--- src/logic/atm_pkg.sv ---
// Purpose: Constants for conversion sequencing and temperature loop.
// Assumes: APB register map, 20 MHz core clock.
`default_nettype none
package atm_pkg;
    // Register byte offsets
    localparam logic [11:0] OFS_CFG = 12'h000;
    localparam logic [11:0] OFS_CHSEL = 12'h004;
    localparam logic [11:0] OFS_RANGE = 12'h008;
    localparam logic [11:0] OFS_TCFG = 12'h00c;
    localparam logic [11:0] OFS_STATUS = 12'h010;
    localparam logic [11:0] OFS_ADC_LIM = 12'h014;
    localparam logic [11:0] OFS_TMP_LIM = 12'h018;
    localparam logic [11:0] OFS_LOCAL_T = 12'h020;
    localparam logic [11:0] OFS_REM1_T = 12'h024;
    localparam logic [11:0] OFS_REM2_T = 12'h028;
    localparam logic [11:0] OFS_DATA0 = 12'h040;
    // Configuration bit positions
    localparam int CFG_CONV_BIT = 0;
    localparam int CFG_AUTO_BIT = 1;
    localparam int CFG_FLAG_BIT = 2;
    localparam int RANGE_DIFF01_BIT = 16;
    localparam int RANGE_DIFF23_BIT = 17;
    // Reset values
    localparam logic [15:0] CHSEL_RST = 16'h0000;
    localparam logic [2:0] TCFG_RST = 3'h7;
    localparam logic [31:0] ADC_LIM_RST = 32'h0fff_0000;
    localparam logic [31:0] TMP_LIM_RST = 32'h07ff_0800;
    // Timing
    localparam int CLK_PERIOD_NS = 50;
    localparam int AVAIL_PULSE_NS = 1000;
    localparam int AVAIL_PULSE_CYC = AVAIL_PULSE_NS / CLK_PERIOD_NS;
    localparam int ALARM_HITS = 3;
    // Sequencer states
    typedef enum logic [1:0] {P_IDLE, P_START, P_WAIT} atm_prim_t;
    typedef enum logic [1:0] {T_PICK, T_START, T_WAIT} atm_temp_t;
endpackage : atm_pkg
`default_nettype wire

--- src/logic/atm_seq.sv ---
// Purpose: Primary conversion sequencing, alarms, temperature loop.
// Assumes: Converters sit on core_clk_in and answer with done pulses.
// Notes: Registers over APB; all outputs registered.
//
// Design decisions made here: the register addresses and the APB interface to the registers.
`timescale 1ns/1ps
`default_nettype none
module atm_seq #(
    parameter int AVAIL_CYC = atm_pkg::AVAIL_PULSE_CYC,
    parameter int HITS = atm_pkg::ALARM_HITS
) (
    input wire logic core_clk_in,
    input wire logic resetn_in,
    input wire logic psel_in,
    input wire logic penable_in,
    input wire logic pwrite_in,
    input wire logic [11:0] paddr_in,
    input wire logic [31:0] pwdata_in,
    output logic [31:0] prdata_out,
    output logic pready_out,
    output logic pslverr_out,
    input wire logic ext_convert_trigger_n_in,
    output logic adc_start_out,
    output logic [3:0] adc_chan_out,
    output logic adc_range_double_out,
    output logic adc_diff_out,
    input wire logic adc_done_in,
    input wire logic [11:0] adc_data_in,
    output logic temp_start_out,
    output logic [1:0] temp_sensor_out,
    input wire logic temp_done_in,
    input wire logic [11:0] temp_data_in,
    output logic data_available_n_out,
    output logic alarm_n_out
);
    // First enabled channel at or above start, 16 when none
    function automatic logic [4:0] next_chan(input logic [15:0] mask,
                                             input logic [4:0] start);
        logic [4:0] r;
        r = 5'h10;
        for (int i = 15; i >= 0; i--) begin
            if (mask[i] && (5'(i) >= start)) begin
                r = 5'(i);
            end
        end
        return r;
    endfunction : next_chan

    logic [15:0] chsel_reg;
    logic [17:0] range_reg;
    logic [2:0] tcfg_reg;
    logic auto_reg, avail_flag_reg, pend_reg;
    logic [6:0] status_reg;
    logic [31:0] adc_lim_reg, tmp_lim_reg;
    logic [11:0] tmp_buf_reg [16];
    logic [11:0] data_reg [16];
    logic [11:0] temp_res_reg [3];
    logic [2:0] trig_sync_reg;
    logic [4:0] ch_reg;
    atm_pkg::atm_prim_t pst_reg;
    atm_pkg::atm_temp_t tst_reg;
    logic [1:0] ts_reg;
    logic [1:0] hit_reg [7];
    logic [7:0] avail_cnt_reg;

    logic wr_acc, host_conv, ext_fall, trig, grp_done, restart, t_none;
    logic [4:0] nxt;
    logic [11:0] adc_word;
    logic [6:0] oor, hit_set;
    logic [1:0] t_nxt;

    // Register access phase completes when pready is high
    assign wr_acc = psel_in & penable_in & pready_out & pwrite_in;
    assign host_conv = wr_acc && paddr_in == atm_pkg::OFS_CFG
                       && pwdata_in[atm_pkg::CFG_CONV_BIT];

    // Trigger synchroniser and single-edge detector
    always_ff @(posedge core_clk_in or negedge resetn_in) begin
        if (!resetn_in) begin
            trig_sync_reg <= 3'h7;
        end else begin
            trig_sync_reg <= {trig_sync_reg[1:0], ext_convert_trigger_n_in};
        end
    end
    assign ext_fall = trig_sync_reg[2] & ~trig_sync_reg[1];
    assign trig = ext_fall | host_conv;

    // Channel word: differential pairs recoded to two's complement
    assign adc_word = adc_diff_out ? {~adc_data_in[11], adc_data_in[10:0]}
                                   : adc_data_in;

    assign nxt = next_chan(chsel_reg, ch_reg + 5'h01);
    assign grp_done = (pst_reg == atm_pkg::P_WAIT) && adc_done_in
                      && nxt == 5'h10;
    assign restart = grp_done && (pend_reg || trig || auto_reg);

    // Primary sequencer
    always_ff @(posedge core_clk_in or negedge resetn_in) begin
        if (!resetn_in) begin
            pst_reg <= atm_pkg::P_IDLE;
            ch_reg <= 5'h00;
            adc_start_out <= 1'b0;
            adc_chan_out <= 4'h0;
            adc_range_double_out <= 1'b0;
            adc_diff_out <= 1'b0;
        end else begin
            adc_start_out <= 1'b0;
            case (pst_reg)
                atm_pkg::P_IDLE: begin
                    if (trig && chsel_reg != 16'h0000) begin
                        ch_reg <= next_chan(chsel_reg, 5'h00);
                        pst_reg <= atm_pkg::P_START;
                    end
                end
                atm_pkg::P_START: begin
                    adc_start_out <= 1'b1;
                    adc_chan_out <= ch_reg[3:0];
                    adc_range_double_out <= range_reg[ch_reg[3:0]];
                    adc_diff_out <= (ch_reg < 5'h02
                                     && range_reg[atm_pkg::RANGE_DIFF01_BIT])
                                    || (ch_reg[4:1] == 4'h1
                                     && range_reg[atm_pkg::RANGE_DIFF23_BIT]);
                    pst_reg <= atm_pkg::P_WAIT; // bipolar when set
                end
                atm_pkg::P_WAIT: begin
                    // A trigger here does not abort the channel
                    if (adc_done_in) begin
                        if (nxt != 5'h10) begin
                            ch_reg <= nxt;
                            pst_reg <= atm_pkg::P_START;
                        end else if (restart && chsel_reg != 16'h0000) begin
                            ch_reg <= next_chan(chsel_reg, 5'h00);
                            pst_reg <= atm_pkg::P_START;
                        end else begin
                            pst_reg <= atm_pkg::P_IDLE;
                        end
                    end
                end
                default: pst_reg <= atm_pkg::P_IDLE;
            endcase
        end
    end

    // Pending trigger seen mid-cycle; cleared at group end, where a same-cycle trigger restarts directly
    always_ff @(posedge core_clk_in or negedge resetn_in) begin
        if (!resetn_in) begin
            pend_reg <= 1'b0;
        end else if (trig && pst_reg != atm_pkg::P_IDLE && !grp_done) begin
            pend_reg <= 1'b1;
        end else if (grp_done) begin
            pend_reg <= 1'b0;
        end
    end

    // Double-buffered results: staged per channel, committed per group
    always_ff @(posedge core_clk_in) begin
        if (pst_reg == atm_pkg::P_WAIT && adc_done_in) begin
            tmp_buf_reg[ch_reg[3:0]] <= adc_word;
        end
        if (grp_done) begin
            for (int i = 0; i < 16; i++) begin
                data_reg[i] <= (5'(i) == ch_reg) ? adc_word : tmp_buf_reg[i];
            end
        end
    end

    // Data-ready indication: auto pulse or direct held level
    always_ff @(posedge core_clk_in or negedge resetn_in) begin
        if (!resetn_in) begin
            avail_flag_reg <= 1'b0;
            avail_cnt_reg <= 8'h00;
            data_available_n_out <= 1'b1;
        end else begin
            if (grp_done && !auto_reg && !restart) begin
                avail_flag_reg <= 1'b1;
            end else if (wr_acc && paddr_in == atm_pkg::OFS_CFG
                         && pwdata_in[atm_pkg::CFG_FLAG_BIT]) begin
                avail_flag_reg <= 1'b0;
            end
            if (grp_done && auto_reg) begin
                avail_cnt_reg <= 8'(AVAIL_CYC);
            end else if (avail_cnt_reg != 8'h00) begin
                avail_cnt_reg <= avail_cnt_reg - 8'h01;
            end
            data_available_n_out <= ~((grp_done && (auto_reg || !restart))
                                      || avail_flag_reg
                                      || avail_cnt_reg > 8'h01);
        end
    end

    // Temperature loop: next enabled sensor after the current one
    always_comb begin
        t_nxt = 2'h0;
        t_none = 1'b1;
        for (int k = 3; k >= 1; k--) begin
            if (tcfg_reg[(int'(ts_reg) + k) % 3]) begin
                t_nxt = 2'((int'(ts_reg) + k) % 3);
                t_none = 1'b0;
            end
        end
    end

    // Background temperature sequencer, free of the primary one
    always_ff @(posedge core_clk_in or negedge resetn_in) begin
        if (!resetn_in) begin
            tst_reg <= atm_pkg::T_PICK;
            ts_reg <= 2'h2;
            temp_start_out <= 1'b0;
            temp_sensor_out <= 2'h0;
        end else begin
            temp_start_out <= 1'b0;
            case (tst_reg)
                atm_pkg::T_PICK: begin
                    if (!t_none) begin
                        ts_reg <= t_nxt;
                        tst_reg <= atm_pkg::T_START;
                    end
                end
                atm_pkg::T_START: begin
                    temp_start_out <= 1'b1;
                    temp_sensor_out <= ts_reg;
                    tst_reg <= atm_pkg::T_WAIT;
                end
                atm_pkg::T_WAIT: begin
                    if (temp_done_in) begin
                        tst_reg <= atm_pkg::T_PICK;
                    end
                end
                default: tst_reg <= atm_pkg::T_PICK;
            endcase
        end
    end

    // Temperature results, one register per sensor
    always_ff @(posedge core_clk_in or negedge resetn_in) begin
        if (!resetn_in) begin
            for (int i = 0; i < 3; i++) begin
                temp_res_reg[i] <= 12'h000;
            end
        end else if (tst_reg == atm_pkg::T_WAIT && temp_done_in) begin
            temp_res_reg[ts_reg] <= temp_data_in;
        end
    end

    // Out-of-range checks: bits 3..0 channels, 6..4 sensors
    always_comb begin
        oor = 7'h00;
        if (pst_reg == atm_pkg::P_WAIT && adc_done_in && ch_reg < 5'h04) begin
            oor[ch_reg[1:0]] = adc_word > adc_lim_reg[27:16]
                               || adc_word < adc_lim_reg[11:0];
        end
        if (tst_reg == atm_pkg::T_WAIT && temp_done_in) begin
            oor[3'h4 + {1'b0, ts_reg}] =
                $signed(temp_data_in) > $signed(tmp_lim_reg[27:16])
                || $signed(temp_data_in) < $signed(tmp_lim_reg[11:0]);
        end
    end

    // False-alarm filter: consecutive hits counted per source
    always_ff @(posedge core_clk_in or negedge resetn_in) begin
        if (!resetn_in) begin
            for (int i = 0; i < 7; i++) begin
                hit_reg[i] <= 2'h0;
            end
        end else begin
            for (int i = 0; i < 7; i++) begin
                if (oor[i] && hit_reg[i] != 2'(HITS)) begin
                    hit_reg[i] <= hit_reg[i] + 2'h1;
                end else if ((i < 4 && pst_reg == atm_pkg::P_WAIT
                              && adc_done_in && ch_reg == 5'(i))
                             || (i >= 4 && tst_reg == atm_pkg::T_WAIT
                              && temp_done_in && ts_reg == 2'(i - 4))) begin
                    hit_reg[i] <= oor[i] ? hit_reg[i] : 2'h0;
                end
            end
        end
    end
    always_comb begin
        for (int i = 0; i < 7; i++) begin
            hit_set[i] = oor[i] && hit_reg[i] >= 2'(HITS - 1);
        end
    end

    // Status flags: write one to clear, a new hit wins
    always_ff @(posedge core_clk_in or negedge resetn_in) begin
        if (!resetn_in) begin
            status_reg <= 7'h00;
            alarm_n_out <= 1'b1;
        end else begin
            if (wr_acc && paddr_in == atm_pkg::OFS_STATUS) begin
                status_reg <= (status_reg & ~pwdata_in[6:0]) | hit_set;
            end else begin
                status_reg <= status_reg | hit_set;
            end
            alarm_n_out <= ~(|status_reg);
        end
    end

    // Host-written configuration registers
    always_ff @(posedge core_clk_in or negedge resetn_in) begin
        if (!resetn_in) begin
            chsel_reg <= atm_pkg::CHSEL_RST;
            range_reg <= 18'h00000;
            tcfg_reg <= atm_pkg::TCFG_RST;
            auto_reg <= 1'b0;
            adc_lim_reg <= atm_pkg::ADC_LIM_RST;
            tmp_lim_reg <= atm_pkg::TMP_LIM_RST;
        end else if (wr_acc) begin
            case (paddr_in)
                atm_pkg::OFS_CFG: auto_reg <= pwdata_in[atm_pkg::CFG_AUTO_BIT];
                atm_pkg::OFS_CHSEL: chsel_reg <= pwdata_in[15:0];
                atm_pkg::OFS_RANGE: range_reg <= pwdata_in[17:0];
                atm_pkg::OFS_TCFG: tcfg_reg <= pwdata_in[2:0];
                atm_pkg::OFS_ADC_LIM: adc_lim_reg <= pwdata_in;
                atm_pkg::OFS_TMP_LIM: tmp_lim_reg <= pwdata_in;
                default: ;
            endcase
        end
    end

    // APB answer: one wait state, read data and error registered
    always_ff @(posedge core_clk_in or negedge resetn_in) begin
        if (!resetn_in) begin
            pready_out <= 1'b0;
            pslverr_out <= 1'b0;
            prdata_out <= 32'h0;
        end else begin
            pready_out <= psel_in & penable_in & ~pready_out;
            pslverr_out <= 1'b0;
            if (psel_in && penable_in && !pready_out) begin
                prdata_out <= 32'h0;
                if (paddr_in[11:6] == 6'h01 && paddr_in[1:0] == 2'h0) begin
                    prdata_out <= {20'h00000, data_reg[paddr_in[5:2]]};
                end else begin
                    case (paddr_in)
                        atm_pkg::OFS_CFG: prdata_out <= {29'h0, avail_flag_reg,
                                                         auto_reg, 1'b0};
                        atm_pkg::OFS_CHSEL: prdata_out <= {16'h0, chsel_reg};
                        atm_pkg::OFS_RANGE: prdata_out <= {14'h0, range_reg};
                        atm_pkg::OFS_TCFG: prdata_out <= {29'h0, tcfg_reg};
                        atm_pkg::OFS_STATUS: prdata_out <= {25'h0, status_reg};
                        atm_pkg::OFS_ADC_LIM: prdata_out <= adc_lim_reg;
                        atm_pkg::OFS_TMP_LIM: prdata_out <= tmp_lim_reg;
                        atm_pkg::OFS_LOCAL_T:
                            prdata_out <= {20'h0, temp_res_reg[0]};
                        atm_pkg::OFS_REM1_T:
                            prdata_out <= {20'h0, temp_res_reg[1]};
                        atm_pkg::OFS_REM2_T:
                            prdata_out <= {20'h0, temp_res_reg[2]};
                        default: pslverr_out <= 1'b1;
                    endcase
                end
                if (pwrite_in) begin
                    prdata_out <= 32'h0;
                end
            end
        end
    end
endmodule : atm_seq
`default_nettype wire

--- config.mk ---
export PLATFORM = sky130hd
export DESIGN_NAME = atm_seq
export DESIGN_NICKNAME = d
export VERILOG_FILES = /design/src/logic/atm_pkg.sv /design/src/logic/atm_seq.sv
export SDC_FILE = /design/constraint.sdc
export NUM_CORES = 1
export LEC_CHECK = 0
export BUFFER_PORTS_ARGS = -buffer_cell sky130_fd_sc_hd__buf_2
export CORE_ASPECT_RATIO = 1.4
export CORE_MARGIN = 4
export CORE_UTILIZATION = 30
export DETAILED_ROUTE_END_ITERATION = 7
export GPL_TIMING_DRIVEN = 0
export PLACE_DENSITY = 0.56
export SYNTH_ARGS = -nofsm -noshare
export SYNTH_HDL_FRONTEND = slang
export SYNTH_SLANG_ARGS = --single-unit
--- constraint.sdc ---
create_clock -name core_clk_in -period 4.7 [get_ports core_clk_in]
set_clock_uncertainty 0.15 [all_clocks]
set_input_delay 0 -clock core_clk_in [delete_from_list [all_inputs] [get_ports core_clk_in]]
set_output_delay 0 -clock core_clk_in [all_outputs]
set_load 0.03 [all_outputs]
* Yosys cells after proc, flatten, opt, wreduce, memory -nomap -nowiden
Memories as Yosys holds them, arrays and structs flattened.
Cells that the tools add are included.
** Storage, ports and cells
- Bits of input ports :: 76
- Memories kept :: 2
- Bits in registers :: 229
- Output and inout bits :: 46
- Word-level logic and storage cells :: 410
- RAM bits :: 384
** Cells by class
- Multiplexer cells :: 129
- Bitwise logic cells :: 18
- Equal/unequal tests :: 56
- $lt $le $gt $ge :: 40
- Divide/modulo/power cells :: 3
- Add/subtract/negate cells :: 13
- Reduce and logical (&&, ||, !) cells :: 113
** Memories
- data_reg :: depth 16, bits a word 12, rd ports 1, clocked after memory_dff 0, wr ports 16, line atm_seq.sv:56 : logic [11:0] data_reg [16];
- tmp_buf_reg :: depth 16, bits a word 12, rd ports 16, clocked after memory_dff 0, wr ports 1, line atm_seq.sv:55 : logic [11:0] tmp_buf_reg [16];
** Operator list (count)
- 32-bit case mux with 10 select lines :: 1
- 12-bit two-way mux :: 18
- 5-bit two-way mux :: 36
- 32-bit by 4-bit less-than comparator with 1-bit output (second input constant) :: 3
- 32-bit by 3-bit modulo with 32-bit output (second input constant) :: 3
- 32-bit two-way mux :: 2
- 1-bit logical AND :: 62
- 2-bit two-way mux :: 28
- 4-bit by 5-bit == test with 1-bit output (first input constant) :: 8
- 4-bit by 5-bit >= comparator with 1-bit output (first input constant) :: 8
- 36-bit bitwise mux :: 1
- 12-bit by 5-bit == test with 1-bit output (second input constant) :: 3
- 12-bit by 6-bit == test with 1-bit output (second input constant) :: 3
- 2-bit AND reduction :: 16
- 1-bit two-way mux :: 27
- 12-bit demux with 2-bit select :: 1
- 12-bit by 4-bit == test with 1-bit output (second input constant) :: 2
- 12-bit > comparator :: 2
- 12-bit less-than comparator :: 2
- 2-bit nonzero test :: 12
- 2-bit != test (second input constant) :: 11
- 7-bit two-way mux :: 3
- 3-bit by 5-bit == test with 1-bit output (first input constant) :: 4
- 3-bit by 5-bit >= comparator with 1-bit output (first input constant) :: 4
- other kinds (58) :: 112

* Logic depth before layout (Yosys ltp)
Gate-level depths: netlist of run 1.
- Depth in word-level cells :: 28
- Gate-level depth with buffers :: 16
- Depth with buffers taken out :: 12

* Worst setup path before layout of run 1
No wires, ideal clock.
- Path type :: reg2reg
- Start :: register ch_reg[1]
- End :: register avail_cnt_reg[0]
- Data required time :: 4.431 ns
- Clock period less this slack :: 4.725 ns
- Cell stages (with the launch flop) :: 14
- Setup slack :: -0.025 ns
- Buffers on the path :: 3
- Data arrival time :: 4.457 ns
- Setup time :: 0.119 ns
- Cells stage by stage :: dfrtp_1 clkbuf_1 inv_1 ha_1 or3b_4 and2_1 o211ai_2 nand4_2 nor3b_4 and3_1 buf_4 and2_4 buf_6 nor2_1
** Between the ends
- Word-level cells in the longest chain between the ends :: 23
** RTL lines
- start, declared :: line atm_seq.sv:59 : logic [4:0] ch_reg;
- start signal, assigned :: line atm_seq.sv:111 : ch_reg <= next_chan(chsel_reg, 5'h00);
- start signal, assigned :: line atm_seq.sv:129 : ch_reg <= nxt;
- start signal, assigned :: line atm_seq.sv:132 : ch_reg <= next_chan(chsel_reg, 5'h00);
- 5-bit by 1-bit adder with 5-bit output (*) :: line atm_seq.sv:92 : assign nxt = next_chan(chsel_reg, ch_reg + 5'h01);
- 4-bit by 5-bit >= comparator with 1-bit output :: line atm_seq.sv:42 : if (mask[i] && (5'(i) >= start)) begin
- 1-bit logical AND :: line atm_seq.sv:42
- 5-bit two-way mux (15 in a row) :: line atm_seq.sv:42
- 5-bit two-way mux (*) :: line atm_seq.sv:42
- 5-bit == test (*) :: line atm_seq.sv:94 : && nxt == 5'h10;
- 1-bit logical AND (*) :: line atm_seq.sv:94
- 1-bit logical AND (*) :: line atm_seq.sv:180 : if (grp_done && auto_reg) begin
- 8-bit two-way mux / 2-bit nonzero test (equally long branches)
- end signal, assigned :: line atm_seq.sv:181 : avail_cnt_reg <= 8'(AVAIL_CYC);
- end signal, assigned :: line atm_seq.sv:183 : avail_cnt_reg <= avail_cnt_reg - 8'h01;
- end, declared :: line atm_seq.sv:64 : logic [7:0] avail_cnt_reg;
Mark *: on every way between the ends. The rest lies on a longest branch, timed or not.
A chain may end at the register's enable or synchronous reset.

==> key figures, run 1 <==
Place
  • Port-buffer cells: 116
  • GP Congestion: 0.927
  • Hpwl dp: 61.1 mm
  • Dpl ws: -0.514 ns
  • Area after DPL: between 30000 and 40000 sq um

Yosys
  • Number of flops mapped to enable cells by yosys: 384
  • Top post-synthesis cells by area: edfxtp_1, dfrtp_1, mux2_2
  • Seq/Total Area, Yosys: 61.9%
  • Post-synth top area share: 41.3%
  • Syn Area/Cell: 14.0 sq um
  • Synth Instances: 2000
  • Total number of yosys warnings: 0
  • Synth unique cells: 83
  • Synthesized flop and latch total: around 600
  • Syn_nets: 2149
  • Ys async rst share: ~37%
  • Main synth FF type: edfxtp_1
  • Synth Cell Area: 27900 sq um
  • Largest area contributor in the netlist: edfxtp_1

Setup path
  • Buf/Inv on CP: 4
  • Crit path max fanout: 132
  • Critical Path AT: 4.66 ns
  • Worst path slowest cell: dfrtp_1
  • Worst Path Required: 4.81 ns
  • FF-to-FF End: data_reg[9][10]
  • Flop-to-flop setup slack: 0.15 ns
  • Crit Reg-Reg Startpoint: ch_reg[0]
  • Worst reg2reg path depth: 11
  • Cell family with most CP delay: simple AND/OR/NAND/NOR gates
  • Crit path kind: reg -> reg
  • CP peak stage delay: approximately 0.55 ns
  • Critical Path End Type: register
  • Crit start category: register
  • Worst path cell trace: buf_4, inv_1, ha_1, or3b_4, and2_1, o211ai_2, nand4_2, nor3b_4, and3_1, buf_8, buf_16

Floorplanning
  • Site Rows: 132
  • Die area: 98200 sq um
  • Core Area: about 92000 sq um
  • Die Width: 266 microns
  • Die height: 369 microns
  • Initial Util: 30.2%
  • Boundary Pins: 122

Routing
  • WL final: 85.6 mm
  • DR DRC count: 0
  • Vias/cell: 5.12
  • Drt wl/cell: 24.2 microns
  • Post-route ant nets: 0
  • Drt first pass iters: 7
  • Via count: 18100
  • Drt initial violations: 1721

Timing
  • Setup slack after layout: 0.148 ns
  • Unrepaired setup endpoints after global routing: no
  • Max-slew violation count: 0
  • Max-slew headroom: 19.2%
  • Setup-violating endpoint count in the final report: 0
  • Final worst-path cycle share: 96.9%
  • Worst Max-Slew Pin Slew: 1.20 ns
  • FMAX: 220 MHz
  • Fin Setup TNS: 0 ns
  • Crit path time final: 4.55 ns
  • Hold Vio Cnt, Final: 0

GRT
  • GR peak layer: met2
  • Largest net degree at the start of global routing: about 120
  • GR Util met3: 2.22%
  • First-pass GRT wire length: ~130 mm
  • Met1 usage: a little over a fifth
  • Vias in the first global route: 18900
  • Antenna violations before repair: 4
  • Total track usage: between 10% and 20%
  • M2 GR Usage: a little under a third
  • Total gr overflow: 0

Flow run
  • Max-cap violations: 0

Hold path
  • Hold wc startpoint: adc_done_in
  • Hold Path End: pst_reg[1]
  • Min-Delay Path Depth: 3
  • Hold Crit Class: in -> reg

Final layout
  • Most common cell after layout, fill and taps aside: edfxtp_1
  • Area Overhead vs Synth: 18.8%
  • Final instance area: around 33000 sq um
  • Layout cells sized above 1: 28.5%
  • Fillers: 8888
  • Fin nets: roughly 2400
  • Most frequent cells in the layout: edfxtp_1, mux2_2, dfrtp_1

Power
  • Lkg Pwr: between 10 and 15 nW
  • Worst-case vdd ir drop: 0.000295 V
  • Overall power: 0.0136 W
  • Power Dens Cells: 410 nW/um^2

Clock tree
  • Setup Fix Bufs, Post-CTS: 0
  • CTS tree: yes
  • CTS root buf: clkbuf_16
  • H-Tree Level Count: 2
  • CTS Sinks: 613
  • Clock slew at reported path FFs: 0.06 ns
  • Clock buffer depth: 3
  • CTS Buf Count: 60
  • Clock latency on the worst-skew pair: between 0.6 and 0.7 ns

Outcome
  • Status: finished clean
[metrics by stage]
stage,instances,hold slack [ns],util (%)
3_5_place_dp,3334,-0.0391,32.8
4_1_cts,3533,0.00374,35.9
5_1_grt,3534,0.0258,35.9
2_1_floorplan,2000,-0.446,-
6_report,3536,0.00569,35.9
3_3_place_gp,3322,-0.0396,32.5
[tightest hold or removal path, cell delays in order]
cell and delay [ns]:
dlygate4sd3_1 0.54, buf_2 0.11, o21ai_0 0.08
[timing repair]
action	4_1_cts	5_1_grt
resized for setup	2	2
cloned	1	0
setup endpoints to repair	203	73
hold endpoints to repair	526	0
hold buffers	85	0
[where the power goes]
group / total [W] / switching, W / internal (W)
Sequential: 0.00626 / 0.000130 / 0.00613
Clock: 0.00487 / 0.00217 / 0.00271
Combinational: 0.00247 / 0.00155 / 0.000916
[cell families after synthesis]
group | after synthesis | share of synthesized area [%]
adders and majority gates | 74 | 3.30
AOI/OAI and AO/OA | 340 | 7.76
muxes | 347 | 16.6
DFF | 613 | 61.9
xor gates and xnor gates | 10 | 0.340
buffers and inverters | 189 | 2.79
and+or+nand+nor | 427 | 7.33
[area by class of cell]
type	count	area, sq um	area share [%]
well taps	1206	1510	4.55
repair buffers	213	1680	5.07
inverters	83	312	0.938
plain buffers	106	479	1.44
flip-flops and latches	613	17300	52.1
clock buffers	77	1650	4.96
multi-input cells	1198	9910	29.9
clock inverters	36	343	1.03
diodes	4	10.0	0.0302
[per-layer routing]
metal | wire length (microns) | part of all wire, %
met5 | 0 | 0
met3 | 4130 | 4.8
met2 | 44200 | 52
met4 | 3490 | 4.1
met1 | 33800 | 39
[cells in the mapped netlist (15+ instances only)]
master and instances:
a21o_1 25, a21oi_1 63, a22oi_1 29, buf_2 26, clkbuf_1 68, dfrtp_1 196, dfstp_2 33, edfxtp_1 384
ha_1 73, inv_1 82, mux2_2 265, mux2i_1 16, mux4_2 66, nand2_1 160, nand2b_1 15, nand3_1 27
nor2_1 118, nor3_1 22, o21ai_0 120
[how the worst max path moves through the flow]
stage,startpoint,end,slack (ns),cells after the start
after floorplan,ch_reg[1],avail_cnt_reg[0],0.35,13
after global placement,ch_reg[1],avail_cnt_reg[3],-0.94,13
after detailed placement,ch_reg[1],data_reg[5][3],-0.51,12
after CTS,ch_reg[1],data_reg[0][6],0.03,12
after global routing,ch_reg[0],data_reg[0][6],0.04,11
final,ch_reg[0],data_reg[9][10],0.15,11
No activity file was read; power rests on OpenSTA's default activity.
==> inputs of run 2 (changes only) <==
- GPL_ROUTABILITY_DRIVEN: not set -> 0
- REMOVE_ABC_BUFFERS: not set -> 1
==> run 2 against run 1 <==
Via count decreased by 3.8%. Routed wire length shrank 9.9%. First-iteration DRC count down 27%. Core utilization decreased by 0.12 points. Combinational power down 4%. Critical endpoint is now data_reg[3][6]. Fmax is 1.5% higher. Largest power group unchanged.
==> key figures, run 2 (synthesized netlist as in run 1, its figures left out) <==
Outcome
  • Status: finished clean

Setup path
  • Crit start category: register
  • Crit Reg-Reg Startpoint: ch_reg[0]
  • Flop-to-flop setup slack: 0.21 ns
  • Crit path max fanout: slightly below 50
  • Crit path kind: reg -> reg
  • FF-to-FF End: data_reg[3][6]
  • Critical Path AT: 4.66 ns
  • Worst Path Required: 4.88 ns
  • Worst reg2reg path depth: 10
  • Critical Path End Type: register

Final layout
  • Final non-filler cell total: 3448
  • Layout cells sized above 1: 29.3%
  • Fin nets: 2341
  • Most common cell after layout, fill and taps aside: edfxtp_1
  • Post-layout util: 35.8%
  • Area Overhead vs Synth: 18.4%
  • Most frequent cells in the layout: edfxtp_1, mux2_2, dfrtp_1
  • # diodes: 0

GRT
  • Antenna violations before repair: 0
  • Total gr overflow: 0
  • Vias in the first global route: approximately 18000
  • First-pass GRT wire length: 117 mm
  • GR Util met3: 2.14%
  • GR peak layer: met2
  • Total track usage: between 10% and 20%
  • M2 GR Usage: 28.2%
  • Largest net degree at the start of global routing: 120
  • Met1 usage: a little under a fifth

Clock tree
  • Clock buffer depth: 3
  • CTS Buf Count: between 50 and 60
  • H-Tree Level Count: 2
  • CTS root buf: clkbuf_16
  • CTS tree: yes
  • Clock latency on the worst-skew pair: 0.64 ns
  • CTS Sinks: 613
  • Clock slew at reported path FFs: 0.06 ns

Timing
  • Unrepaired setup endpoints after global routing: no
  • Max-slew headroom: around 5.4%
  • Setup slack after layout: 0.214 ns
  • Fin Setup TNS: 0 ns
  • FMAX: 223 MHz
  • Final worst-path cycle share: between 90% and 100%
  • Hold Vio Cnt, Final: 0
  • Crit path time final: 4.49 ns
  • Max-slew violation count: 0
  • WHS: between 0.04 and 0.05 ns
  • Worst Max-Slew Pin Slew: 1.41 ns
  • Setup-violating endpoint count in the final report: 0

Place
  • Placed Cells: 3240
  • Hpwl dp: 52.7 mm
  • Port-buffer cells: 121
  • Dpl ws: -0.731 ns

Floorplanning
  • Die Width: 266 microns
  • Core Area: between 90000 and 100000 sq um
  • Site Rows: approximately 130
  • Boundary Pins: 122
  • Initial Util: 30.2%
  • Die height: 369 microns
  • Die area: 98200 sq um

Hold path
  • Min-Delay Path Depth: 4
  • Hold wc startpoint: pwdata_in[10]
  • Hold Path End: tmp_lim_reg[10]
  • Hold Crit Class: in -> reg

Routing
  • Via count: between 15000 and 20000
  • WL final: 77.2 mm
  • Drt initial violations: approximately 1300
  • Post-route ant nets: 0
  • Drt wl/cell: 22.4 microns
  • DR DRC count: 0
  • Drt first pass iters: 5
  • Vias/cell: 5.05

Power
  • Worst-case vdd ir drop: 0.000341 V
  • Lkg Pwr: around 13 nW
  • Power Dens Cells: 411 nW/um^2

Flow run
  • Max-cap violations: 0
==> run 2: changes by cell type in the layout (fill, tap and decap cells not counted), moves of 5 or more <==
| cell | previous run | this run |
|---|---|---|
| buf_1 | 5 | 0 |
| buf_16 | 3 | 8 |
| dlygate4sd3_1 | 84 | 92 |
| clkbuf_1 | 76 | 13 |
| nor2b_1 | 13 | 8 |
| clkinv_2 | 12 | 4 |
| buf_2 | 141 | 118 |
==> run 2: worst max-delay path, cell delays in order, from the launching register on <==
cell     delay (ns)
dfrtp_4        0.62
inv_1          0.21
ha_1           0.51
or3b_4         0.47
o21a_1         0.20
nor2_1         0.17
a21oi_1        0.17
nor3_4         0.51
and3_4         0.49
buf_16         0.29
buf_12         0.28
==> run 2: worst max path at each step <==
stage | cells past startpoint | from | to
4_1_cts | 10 | ch_reg[0] | data_reg[3][4]
3_5_place_dp | 12 | ch_reg[1] | data_reg[11][2]
5_1_grt | 12 | ch_reg[1] | data_reg[0][5]
2_1_floorplan | 11 | ch_reg[0] | data_available_n_out
3_3_place_gp | 11 | ch_reg[1] | data_available_n_out
6_report | 10 | ch_reg[0] | data_reg[3][6]
==> run 2: power breakdown <==
part	total [W]	internal, W	switching [W]
clock network	0.00489	0.00277	0.00212
registers	0.00635	0.00614	0.000219
logic	0.00236	0.000900	0.00146
total	0.0136	0.00981	0.00379
==> run 2: routing by layer <==
layer | wire length (microns) | part of all wire (%)
met5 | 0 | 0
met4 | 3060 | 4.0
met3 | 3130 | 4.1
met2 | 40400 | 52
met1 | 30600 | 40
==> run 2: layout make-up <==
class                      count  area, sq um
fill                        8783        59400
clock buffer                  77         1580
tap                         1206         1510
inverter                      83          312
timing repair buffer         236         1970
clock inverter                33          395
multi-input combinational   1200        10000
sequential                   613        17300
==> run 2: per-stage QoR <==
| stage | total power, W | instance area (sq um) |
|---|---|---|
| finish | 0.0136 | 33100 |
| global route | 0.0141 | 33100 |
| CTS | 0.0137 | 33000 |
| detailed placement | 0.00863 | 30100 |
| global placement | 0.00856 | 29600 |
| floorplan | 0.00778 | 27500 |
==> run 2: timing repair <==
item                                   CTS  global route
setup buffers                            2             0
pin swaps                                1             0
gates resized for setup                  4             5
setup endpoints to repair              213            67
hold buffers                            90             3
endpoints found under the hold margin  515             1
cloned                                   2             0
